<file path="src/pkg/nv_prog_pkg.sv">
// Constants, register map and state codes for the nonvolatile program control block.
// Assumes a 25 MHz processor clock and word-aligned AHB-Lite register access.
package nv_prog_pkg;
	// ------------------------------------------------------------
	// Timing
	// ------------------------------------------------------------
	localparam int CLK_PERIOD_NS = 40;
	localparam int TICK_NS = 1000;
	localparam int TICK_CYCLES = TICK_NS / CLK_PERIOD_NS;
	// ------------------------------------------------------------
	// Register indices (byte address is four times the index)
	// ------------------------------------------------------------
	localparam logic [9:0] EPROM_CTL_IDX = 10'h02B;
	localparam logic [9:0] EEPROM_CTL_IDX = 10'h03B;
	localparam logic [9:0] ARRAY_ADDR_IDX = 10'h040;
	localparam logic [9:0] ARRAY_DATA_IDX = 10'h041;
	localparam logic [9:0] STATUS_IDX = 10'h042;
	localparam logic [9:0] BOOT_DELAY_IDX = 10'h043;
	localparam logic [9:0] BOOT_START_IDX = 10'h044;
	localparam logic [9:0] BOOT_COUNT_IDX = 10'h045;
	localparam logic [9:0] TEST_IDX = 10'h046;
	// ------------------------------------------------------------
	// Field positions
	// ------------------------------------------------------------
	localparam int EP_LATCH = 5;
	localparam int EP_COLEX = 4;
	localparam int EP_ROWEX = 3;
	localparam int EP_PGM = 0;
	localparam int EE_BYTE = 4;
	localparam int EE_ROW = 3;
	localparam int EE_ERASE = 2;
	localparam int EE_LATCH = 1;
	localparam int EE_PGM = 0;
	localparam int TEST_MBE = 0;
	localparam int ADDR_BIT5 = 5;
	localparam logic [7:0] EPROM_CTL_MASK = 8'h39;
	localparam logic [7:0] EEPROM_CTL_MASK = 8'h1F;
	// ------------------------------------------------------------
	// Reset values
	// ------------------------------------------------------------
	localparam logic [7:0] EPROM_CTL_RESET = 8'h00;
	localparam logic [7:0] EEPROM_CTL_RESET = 8'h00;
	localparam logic [15:0] BOOT_START_RESET = 16'h8000;
	localparam logic [15:0] BOOT_DELAY_RESET = 16'h03E8;
	localparam logic [15:0] BOOT_COUNT_RESET = 16'h0001;
	localparam logic [7:0] BOOT_READY_CODE = 8'hFF;
	// ------------------------------------------------------------
	// Loader states
	// ------------------------------------------------------------
	typedef enum logic [6:0] {
		BOOT_IDLE = 7'b000_0001,
		BOOT_SEND_READY = 7'b000_0010,
		BOOT_WAIT_BYTE = 7'b000_0100,
		BOOT_LATCH = 7'b000_1000,
		BOOT_BURN = 7'b001_0000,
		BOOT_VERIFY = 7'b010_0000,
		BOOT_FINISH = 7'b100_0000
	} boot_state_type;
endpackage

</file>
<file path="src/rtl/nv_memory_program_control.sv">
// Program control for on-chip EPROM and EEPROM with an AHB-Lite register slave.
// Assumes an external cell array on the nv ports and a byte host link for the loader.
`timescale 1ns/1ps
`default_nettype none
module nv_memory_program_control import nv_prog_pkg::*; #(
	parameter int ADDR_WIDTH = 16
) (
	input wire logic mclk,
	input wire logic rst_n,
	input wire logic hsel,
	input wire logic [31:0] haddr,
	input wire logic [1:0] htrans,
	input wire logic hwrite,
	input wire logic [2:0] hsize,
	input wire logic [31:0] hwdata,
	input wire logic hready,
	output logic hreadyout,
	output logic hresp,
	output logic [31:0] hrdata,
	input wire logic testMode,
	output logic [ADDR_WIDTH-1:0] nvAddr,
	output logic [7:0] nvWrData,
	input wire logic [7:0] nvRdData,
	output logic nvLatched,
	output logic ignoreAddr5,
	output logic columnExclude,
	output logic rowExclude,
	output logic epromProgramVoltageOn,
	output logic eepromProgramVoltageOn,
	output logic eepromErase,
	output logic eepromRowSelect,
	output logic eepromByteSelect,
	input wire logic hostTxReady,
	output logic hostTxValid,
	output logic [7:0] hostTxData,
	input wire logic hostRxValid,
	input wire logic [7:0] hostRxData,
	output logic resetRequest
);
	logic rstMeta, rstN;
	logic [4:0] tickCntQ;
	logic tick;
	logic dphWriteQ;
	logic [9:0] dphIdxQ;
	logic [7:0] epromCtlQ, eepromCtlQ;
	logic mbeQ;
	logic [ADDR_WIDTH-1:0] addrQ;
	logic [7:0] dataQ;
	logic latchedQ;
	logic [15:0] bootDelayQ, bootStartQ, bootCountQ;
	logic bootStart, bootLoad, bootHv, bootBusy;
	logic [15:0] bootAddr;
	logic [7:0] bootData;
	logic hvAny, eepromLatch, epromLatch, addrPhase, wrCtlEp, wrCtlEe, wrAddr, wrData;
	logic [31:0] rdNext;

	// ------------------------------------------------------------
	// Reset release and microsecond tick
	// ------------------------------------------------------------
	always_ff @(posedge mclk or negedge rst_n) begin
		if (!rst_n) begin
			rstMeta <= 1'b0;
			rstN <= 1'b0;
		end else begin
			rstMeta <= 1'b1;
			rstN <= rstMeta;
		end
	end

	always_ff @(posedge mclk or negedge rstN) begin
		if (!rstN) begin
			tickCntQ <= 5'd0;
		end else if (tickCntQ == 5'(TICK_CYCLES - 1)) begin
			tickCntQ <= 5'd0;
		end else begin
			tickCntQ <= tickCntQ + 5'd1;
		end
	end
	assign tick = (tickCntQ == 5'(TICK_CYCLES - 1));

	// ------------------------------------------------------------
	// Bus slave: zero wait states, read data fetched in address phase
	// ------------------------------------------------------------
	assign hreadyout = 1'b1;
	assign hresp = 1'b0;
	assign addrPhase = hsel && htrans[1] && hready;

	always_ff @(posedge mclk or negedge rstN) begin
		if (!rstN) begin
			dphWriteQ <= 1'b0;
			dphIdxQ <= 10'h000;
		end else if (hready) begin
			dphWriteQ <= addrPhase && hwrite && haddr[31:12] == 20'h00000 && haddr[1:0] == 2'b00;
			dphIdxQ <= haddr[11:2];
		end
	end

	assign wrCtlEp = dphWriteQ && dphIdxQ == EPROM_CTL_IDX;
	assign wrCtlEe = dphWriteQ && dphIdxQ == EEPROM_CTL_IDX;
	assign wrAddr = dphWriteQ && dphIdxQ == ARRAY_ADDR_IDX;
	assign wrData = dphWriteQ && dphIdxQ == ARRAY_DATA_IDX;
	assign bootStart = dphWriteQ && dphIdxQ == BOOT_COUNT_IDX;

	// Unmapped or misaligned reads return zero
	always_comb begin
		rdNext = 32'h0000_0000;
		if (haddr[31:12] == 20'h00000 && haddr[1:0] == 2'b00) begin
			case (haddr[11:2])
				EPROM_CTL_IDX: rdNext = {24'h00_0000, epromCtlQ};
				EEPROM_CTL_IDX: rdNext = {24'h00_0000, eepromCtlQ};
				ARRAY_ADDR_IDX: rdNext = 32'(addrQ);
				ARRAY_DATA_IDX: rdNext = hvAny ? 32'h0000_0000 : {24'h00_0000, nvRdData};
				STATUS_IDX: rdNext = {27'h000_0000, bootBusy, latchedQ, eepromProgramVoltageOn,
					epromProgramVoltageOn, hvAny};
				BOOT_DELAY_IDX: rdNext = {16'h0000, bootDelayQ};
				BOOT_START_IDX: rdNext = {16'h0000, bootStartQ};
				BOOT_COUNT_IDX: rdNext = {16'h0000, bootCountQ};
				TEST_IDX: rdNext = {31'h0000_0000, mbeQ};
				default: rdNext = 32'h0000_0000;
			endcase
		end
	end

	always_ff @(posedge mclk or negedge rstN) begin
		if (!rstN) begin
			hrdata <= 32'h0000_0000;
		end else if (addrPhase && !hwrite) begin
			hrdata <= rdNext;
		end
	end

	// ------------------------------------------------------------
	// Control registers
	// ------------------------------------------------------------
	// EPROM control, masked to its four bits
	always_ff @(posedge mclk or negedge rstN) begin
		if (!rstN) begin
			epromCtlQ <= EPROM_CTL_RESET;
		end else if (wrCtlEp) begin
			epromCtlQ <= hwdata[7:0] & EPROM_CTL_MASK;
		end
	end

	// Clearing the word drops the voltage
	always_ff @(posedge mclk or negedge rstN) begin
		if (!rstN) begin
			eepromCtlQ <= EEPROM_CTL_RESET;
		end else if (wrCtlEe) begin
			eepromCtlQ <= hwdata[7:0] & EEPROM_CTL_MASK;
		end
	end

	// Multi-byte enable only writable in test mode
	always_ff @(posedge mclk or negedge rstN) begin
		if (!rstN) begin
			mbeQ <= 1'b0;
		end else if (!testMode) begin
			mbeQ <= 1'b0;
		end else if (dphWriteQ && dphIdxQ == TEST_IDX) begin
			mbeQ <= hwdata[TEST_MBE];
		end
	end

	always_ff @(posedge mclk or negedge rstN) begin
		if (!rstN) begin
			bootDelayQ <= BOOT_DELAY_RESET;
			bootStartQ <= BOOT_START_RESET;
			bootCountQ <= BOOT_COUNT_RESET;
		end else begin
			if (dphWriteQ && dphIdxQ == BOOT_DELAY_IDX) bootDelayQ <= hwdata[15:0];
			if (dphWriteQ && dphIdxQ == BOOT_START_IDX) bootStartQ <= hwdata[15:0];
			if (bootStart) bootCountQ <= hwdata[15:0];
		end
	end

	// ------------------------------------------------------------
	// Address and data latches
	// ------------------------------------------------------------
	assign epromLatch = epromCtlQ[EP_LATCH] || bootBusy;
	assign eepromLatch = eepromCtlQ[EE_LATCH];
	assign hvAny = epromProgramVoltageOn || eepromProgramVoltageOn;

	// Array address frozen while voltage is on
	always_ff @(posedge mclk or negedge rstN) begin
		if (!rstN) begin
			addrQ <= '0;
		end else if (bootLoad) begin
			addrQ <= bootAddr[ADDR_WIDTH-1:0];
		end else if (wrAddr && !hvAny && !bootBusy) begin
			addrQ <= hwdata[ADDR_WIDTH-1:0];
		end
	end

	// Writes blocked while program voltage on or loader busy
	always_ff @(posedge mclk or negedge rstN) begin
		if (!rstN) begin
			dataQ <= 8'h00;
			latchedQ <= 1'b0;
		end else if (bootLoad) begin
			dataQ <= bootData;
			latchedQ <= 1'b1;
		end else if (!epromLatch && !eepromLatch) begin
			latchedQ <= 1'b0;
		end else if (wrData && !hvAny && !bootBusy) begin
			dataQ <= hwdata[7:0];
			latchedQ <= 1'b1;
		end
	end

	// ------------------------------------------------------------
	// Array outputs
	// ------------------------------------------------------------
	// Address bit five dropped for multi-byte
	always_comb begin
		nvAddr = addrQ;
		if (mbeQ) nvAddr[ADDR_BIT5] = 1'b0;
	end
	assign ignoreAddr5 = mbeQ;
	assign nvWrData = dataQ;
	assign nvLatched = latchedQ;
	assign columnExclude = epromCtlQ[EP_COLEX];
	assign rowExclude = epromCtlQ[EP_ROWEX];
	assign epromProgramVoltageOn = (epromCtlQ[EP_PGM] && epromCtlQ[EP_LATCH]) || bootHv;
	assign eepromProgramVoltageOn = eepromCtlQ[EE_PGM] && eepromCtlQ[EE_LATCH];
	assign eepromErase = eepromCtlQ[EE_ERASE];
	assign eepromRowSelect = eepromCtlQ[EE_ROW];
	assign eepromByteSelect = eepromCtlQ[EE_BYTE];

	// ------------------------------------------------------------
	// Bootstrap loader
	// ------------------------------------------------------------
	boot_loader loader (
		.mclk(mclk),
		.rstN(rstN),
		.start(bootStart),
		.tick(tick),
		.delayUs(bootDelayQ),
		.startAddr(bootStartQ),
		.byteCount(hwdata[15:0]),
		.txReady(hostTxReady),
		.txValid(hostTxValid),
		.txData(hostTxData),
		.rxValid(hostRxValid),
		.rxData(hostRxData),
		.rdData(nvRdData),
		.load(bootLoad),
		.loadAddr(bootAddr),
		.loadData(bootData),
		.hvOn(bootHv),
		.busy(bootBusy),
		.resetReq(resetRequest)
	);

	// ------------------------------------------------------------
	// Checks
	// ------------------------------------------------------------
	a_block_write: assert property (@(posedge mclk) disable iff (!rstN)
		(eepromProgramVoltageOn && wrData && !bootLoad) |=> (dataQ == $past(dataQ)))
		else $error("array data changed while voltage on");
	a_hide_read: assert property (@(posedge mclk) disable iff (!rstN)
		(addrPhase && !hwrite && hvAny && haddr == {20'h00000, ARRAY_DATA_IDX, 2'b00}) |=> hrdata == 32'h0000_0000)
		else $error("array data visible while voltage on");
	a_ctl_mask: assert property (@(posedge mclk) disable iff (!rstN)
		wrCtlEp |=> (epromCtlQ == ($past(hwdata[7:0]) & 8'h39)))
		else $error("eprom control write not stored");
	a_mbe_addr: assert property (@(posedge mclk) disable iff (!rstN)
		mbeQ |-> (!nvAddr[5] && testMode) or (!testMode ##1 !mbeQ))
		else $error("multi-byte address bit five not dropped");
	a_latch_byte: assert property (@(posedge mclk) disable iff (!rstN)
		(wrData && epromCtlQ[EP_LATCH] && !hvAny && !bootBusy) |=> (latchedQ && nvWrData == $past(hwdata[7:0])))
		else $error("eprom byte not latched");
endmodule
`default_nettype wire

</file>
<file path="src/rtl/boot_loader.sv">
// Bootstrap loader: takes bytes from a host link and burns them into EPROM.
// Assumes a one-cycle microsecond tick and array read data valid once voltage is off.
`timescale 1ns/1ps
`default_nettype none
module boot_loader import nv_prog_pkg::*; (
	input wire logic mclk,
	input wire logic rstN,
	input wire logic start,
	input wire logic tick,
	input wire logic [15:0] delayUs,
	input wire logic [15:0] startAddr,
	input wire logic [15:0] byteCount,
	input wire logic txReady,
	output logic txValid,
	output logic [7:0] txData,
	input wire logic rxValid,
	input wire logic [7:0] rxData,
	input wire logic [7:0] rdData,
	output logic load,
	output logic [15:0] loadAddr,
	output logic [7:0] loadData,
	output logic hvOn,
	output logic busy,
	output logic resetReq
);
	boot_state_type stateQ;
	logic [15:0] addrQ;
	logic [15:0] leftQ;
	logic [15:0] waitQ;
	logic echoQ;

	assign busy = (stateQ != BOOT_IDLE);
	assign hvOn = (stateQ == BOOT_BURN);
	assign txValid = (stateQ == BOOT_SEND_READY) || (stateQ == BOOT_VERIFY && echoQ);
	assign load = (stateQ == BOOT_LATCH);
	assign loadAddr = addrQ;

	// ------------------------------------------------------------
	// Sequence
	// ------------------------------------------------------------
	always_ff @(posedge mclk or negedge rstN) begin
		if (!rstN) begin
			stateQ <= BOOT_IDLE;
		end else begin
			case (stateQ)
				BOOT_IDLE: if (start) stateQ <= BOOT_SEND_READY;
				BOOT_SEND_READY: if (txReady) stateQ <= BOOT_WAIT_BYTE;
				BOOT_WAIT_BYTE: if (rxValid) stateQ <= BOOT_LATCH;
				BOOT_LATCH: stateQ <= BOOT_BURN;
				BOOT_BURN: if (waitQ >= delayUs) stateQ <= BOOT_VERIFY;
				BOOT_VERIFY: if (echoQ && txReady) stateQ <= (leftQ <= 16'h0001) ? BOOT_FINISH : BOOT_WAIT_BYTE;
				BOOT_FINISH: stateQ <= BOOT_IDLE;
				default: stateQ <= BOOT_IDLE;
			endcase
		end
	end

	assign resetReq = (stateQ == BOOT_FINISH);

	always_ff @(posedge mclk or negedge rstN) begin
		if (!rstN) begin
			addrQ <= 16'h0000;
			leftQ <= 16'h0000;
		end else if (stateQ == BOOT_IDLE && start) begin
			addrQ <= startAddr;
			leftQ <= byteCount;
		end else if (stateQ == BOOT_VERIFY && echoQ && txReady) begin
			addrQ <= addrQ + 16'h0001;
			leftQ <= leftQ - 16'h0001;
		end
	end

	always_ff @(posedge mclk or negedge rstN) begin
		if (!rstN) begin
			waitQ <= 16'h0000;
		end else if (stateQ != BOOT_BURN) begin
			waitQ <= 16'h0000;
		end else if (tick) begin
			waitQ <= waitQ + 16'h0001;
		end
	end

	// Echo waits one cycle: reads under voltage are invalid
	always_ff @(posedge mclk or negedge rstN) begin
		if (!rstN) begin
			echoQ <= 1'b0;
		end else begin
			echoQ <= (stateQ == BOOT_VERIFY);
		end
	end

	// Received byte held for burn; echo byte read back from array
	always_ff @(posedge mclk or negedge rstN) begin
		if (!rstN) begin
			loadData <= 8'h00;
			txData <= 8'h00;
		end else begin
			if (stateQ == BOOT_WAIT_BYTE && rxValid) begin
				loadData <= rxData;
			end
			if (stateQ == BOOT_IDLE) begin
				txData <= BOOT_READY_CODE;
			end else if (stateQ == BOOT_VERIFY && !echoQ) begin
				txData <= rdData;
			end
		end
	end

	// ------------------------------------------------------------
	// Checks
	// ------------------------------------------------------------
	a_ready_first: assert property (@(posedge mclk) disable iff (!rstN)
		(stateQ == BOOT_IDLE && start) |=> (txValid && txData == 8'hFF))
		else $error("loader did not offer ready code first");
	a_reset_last: assert property (@(posedge mclk) disable iff (!rstN)
		(stateQ == BOOT_VERIFY && echoQ && txReady && leftQ <= 16'h0001) |=> resetReq ##1 !busy)
		else $error("loader did not request reset after last byte");
	a_load_addr: assert property (@(posedge mclk) disable iff (!rstN)
		(stateQ == BOOT_IDLE && start) |=> (loadAddr == $past(startAddr)))
		else $error("loader start address not taken");
endmodule
`default_nettype wire

</file>
<file path="config.mk">
export PLATFORM = sky130hd
export DESIGN_NAME = nv_memory_program_control
export DESIGN_NICKNAME = d
export VERILOG_FILES = /design/src/pkg/nv_prog_pkg.sv /design/src/rtl/nv_memory_program_control.sv /design/src/rtl/boot_loader.sv
export SDC_FILE = /design/constraint.sdc
export NUM_CORES = 1
export LEC_CHECK = 0
export BUFFER_PORTS_ARGS = -buffer_cell sky130_fd_sc_hd__buf_2
export CAP_MARGIN = 20
export CORE_MARGIN = 4
export CORE_UTILIZATION = 47
export DETAILED_ROUTE_END_ITERATION = 10
export PLACE_DENSITY_LB_ADDON = 0.25
export SYNTH_ARGS = -nofsm -noshare
export SYNTH_HDL_FRONTEND = slang
export SYNTH_SLANG_ARGS = --single-unit
</file>
<file path="constraint.sdc">
create_clock -name mclk -period 5.3 [get_ports mclk]
set_input_delay 0.795 -clock mclk [delete_from_list [all_inputs] [get_ports mclk]]
set_output_delay 0.795 -clock mclk [all_outputs]
set_load 0.03 [all_outputs]
</file>
==> results.toml <==
[synthesis]
ys.flop_type = "dfrtp_1"
yosysWarnings = 0
yosys_register_bits = 189
synth-async-reset-ratio_pct = 100
syn_area_mm2 = 0.00973
avgSynthCellArea_um2 = 10.3
syn-instance-count = 945
yosysUniqueCellTypes = 64
synth_edf_count = 0
seq_area_frac_synth_pct = 48.7

[timing]
skew_ps = 11.0
setup_tns_ps = 0
min_period_over_period_pct = 62.4
relSlewSlack_pct = 23.7
worstMarginPinSlew_ps = 1130
rsz0062_at_grt = "no"
setup_viol = 0
max_freq_mhz = 302
setup_slack_ps = 1990
finalMaxSlewViolations = 0
min_period_ps = 3310
hold_viol = 0

[critical_path]
path_cells = "nor3_2 > nand4b_1 > o31ai_1 > o21ai_0 > a221o_1"
cp-startpoint = "loader.stateQ[2]$_DFFE_PN0P_"
worstSetupPathType = "flop to flop"
crit_required_ps = 5620
cp_slowest_stage_delay_ps = 1000
critPathArrivalTime_ps = 3630
worstSetupEndpointType = "flop"
setup.worst_path.start_class = "flop"
worst_path_max_delay_cell = "o31ai_1"
reg2reg_from = "loader.stateQ[2]$_DFFE_PN0P_"
worstPathMaxFanout = 14

[global_routing]
overflow = 0
grt_max_degree = 188
antenna_found_initial = 0
grt_pass1_wl_um = 41800
grt_use_total_pct = 22.3
grt_pass1_vias = 7581

[placed_design]
dp.final_hpwl_um = 18800
place_ws_ps = 2060
place_congestion = 0.915
portBuffers = 131
placed_cell_area_mm2 = 0.0105

[power]
p_per_area_mw_per_mm2 = 264
p_leak_nw = 5.17
p_sw_share_pct = 26.6
seq_power_share_pct = 50.2
clkPwrFrac_pct = 44.7
combPwrFrac_pct = 5.0
power_switching_mw = 0.783
vdd_ir_drop_max_mv = 0.218
finalPower_mw = 2.94
internal_power_mw = 2.16

[layout]
final_area_mm2 = 0.0111
diodes = 0
nets = 1163
area_growth_pct = 14.2
fin_util_pct = 54.8
fillers = 1843
drive_gt1_share_pct = 25.8
final_common_cell = "dfrtp_1"
final_cell_mix = "dfrtp_1 (179), buf_2 (131), nand2_1 (103)"

[clock_tree]
tritoncts = "built"
post-cts-setup-buffer-count = 0
numCtsBuffers = 17
cts.clk_slew.worst_paths_ps = 80
htree_levels = 4
cts.path.max_buffers = 2
cts.sinks = 189
cts_hold_buffers = 0
cts-root-buf = "clkbuf_16"
post_cts_resized = 0
insertion_delay_ps = 440

[routing]
num_vias = 7744
routedWlPerCell_um = 19.6
first_pass_iters = 5
drcViolationCount = 0
routed_via_density = 5.82
drtIter0Drc = 660
drt-total-wl_um = 26100
detail-route-antenna-nets = 0

[outcome]
status = "complete, no violations"

[floorplan]
die_height_um = 152
rows = 52
fp.coreArea_mm2 = 0.0203
start_util_pct = 47.9
die_area_mm2 = 0.0231
ios = 170
die_x_um = 152

[job]
max-cap-violations = 0

[hold_path]
min_path_type = "input port to asynchronous set/reset pin"
==> cells by family (layout without fill, tap and decap cells) <==
kind of cell,count (synthesis),count (layout),share of synthesized area (%)
xor+xnor,20,20,1.80
fa+ha+maj,22,22,2.83
compound gates,176,176,11.9
mux,108,108,12.1
simple gates,320,320,17.1
flops,189,189,48.7
buf+inv,108,207,5.49
other cells,2,19,0.0772
==> Yosys cell counts (all sizes together), types with 10 or more instances <==
library cell  count  area share [%]
xor2             13             1.2
nand3            39             2.0
inv              35             1.3
a21oi            31             1.6
clkbuf           32             1.2
or3              12            0.77
mux2             79             9.1
o211ai           10            0.77
nor4             10            0.64
mux2i            29             3.0
nor3             12            0.72
a221oi           14             1.3
nand2           103             4.0
buf              41             2.9
nand4            25             1.6
nor2             53             2.0
o21ai            64             3.3
ha               22             2.8
a22o             10            0.90
dfrtp           180              46
==> sequential cells by signal (all words and copies together) (netlist names), 4 cells and up <==
name	cells
addrQ	16
bootCountQ	16
bootDelayQ	16
bootStartQ	16
hrdata	16
loader.leftQ	16
loader.loadAddr	16
loader.waitQ	16
dphIdxQ	10
loader.loadData	8
loader.txData	8
nvWrData	8
loader.stateQ	7
eepromCtlQ	5
tickCntQ	5
epromCtlQ	4
==> path summary, 6_finish.rpt <==
check | to | slack (ps) | cells after the start
hold reg to reg | rstN$_DFF_PN0_ | 350 | 0
min in group mclk | rstN$_DFF_PN0_ | 350 | 0
hold / removal | rstN$_DFF_PN0_ | 130 | 1
setup / recovery | loader.loadAddr[8]$_DFFE_PN0P_ | 1990 | 5
setup reg to reg | loader.loadAddr[8]$_DFFE_PN0P_ | 1990 | 5
max in group asynchronous | bootCountQ[2]$_DFFE_PN0P_ | 4020 | 1
==> power groups by stage <==
stage	registers, mW	logic [mW]	clock network (mW)
after detailed placement	1.51	0.148	0
after CTS	1.48	0.149	1.34
after global placement	1.50	0.147	0
after floorplan	1.52	0.0713	0
after global routing	1.48	0.161	1.40
final	1.48	0.148	1.31
==> per-stage QoR <==
step                hold WS [ps]  cells
finish                       129   1331
global route                 119   1331
CTS                          116   1331
detailed placement           336   1299
global placement             337   1298
floorplan                    331    962
==> layer usage <==
metal | GRT usage, % | vias to the layer above | part of all wire [%]
met4 | 5.48 | 0 | 1.7
met5 | 0 | - | 0
met2 | 35.3 | 241 | 48
li1 | - | 3595 | -
met1 | 31.9 | 3878 | 45
met3 | 4.52 | 30 | 5.4
==> critical path, delay by kind of cell, from the launching register on <==
kind	cells	cell delay [ps]
AOI/OAI and AO/OA	3	1540
DFF	1	450
and+or+nand+nor	2	1190
==> final cells by class <==
| type | count | area [µm²] | area share [%] |
|---|---|---|---|
| sequential | 189 | 4740 | 42.7 |
| inverter | 35 | 131 | 1.18 |
| clock buffer | 17 | 425 | 3.83 |
| tap | 270 | 338 | 3.04 |
| multi-input combinational | 665 | 4530 | 40.7 |
| timing repair buffer | 140 | 756 | 6.80 |
| clock inverter | 15 | 194 | 1.74 |
No activity file was read; power rests on OpenSTA's default activity.
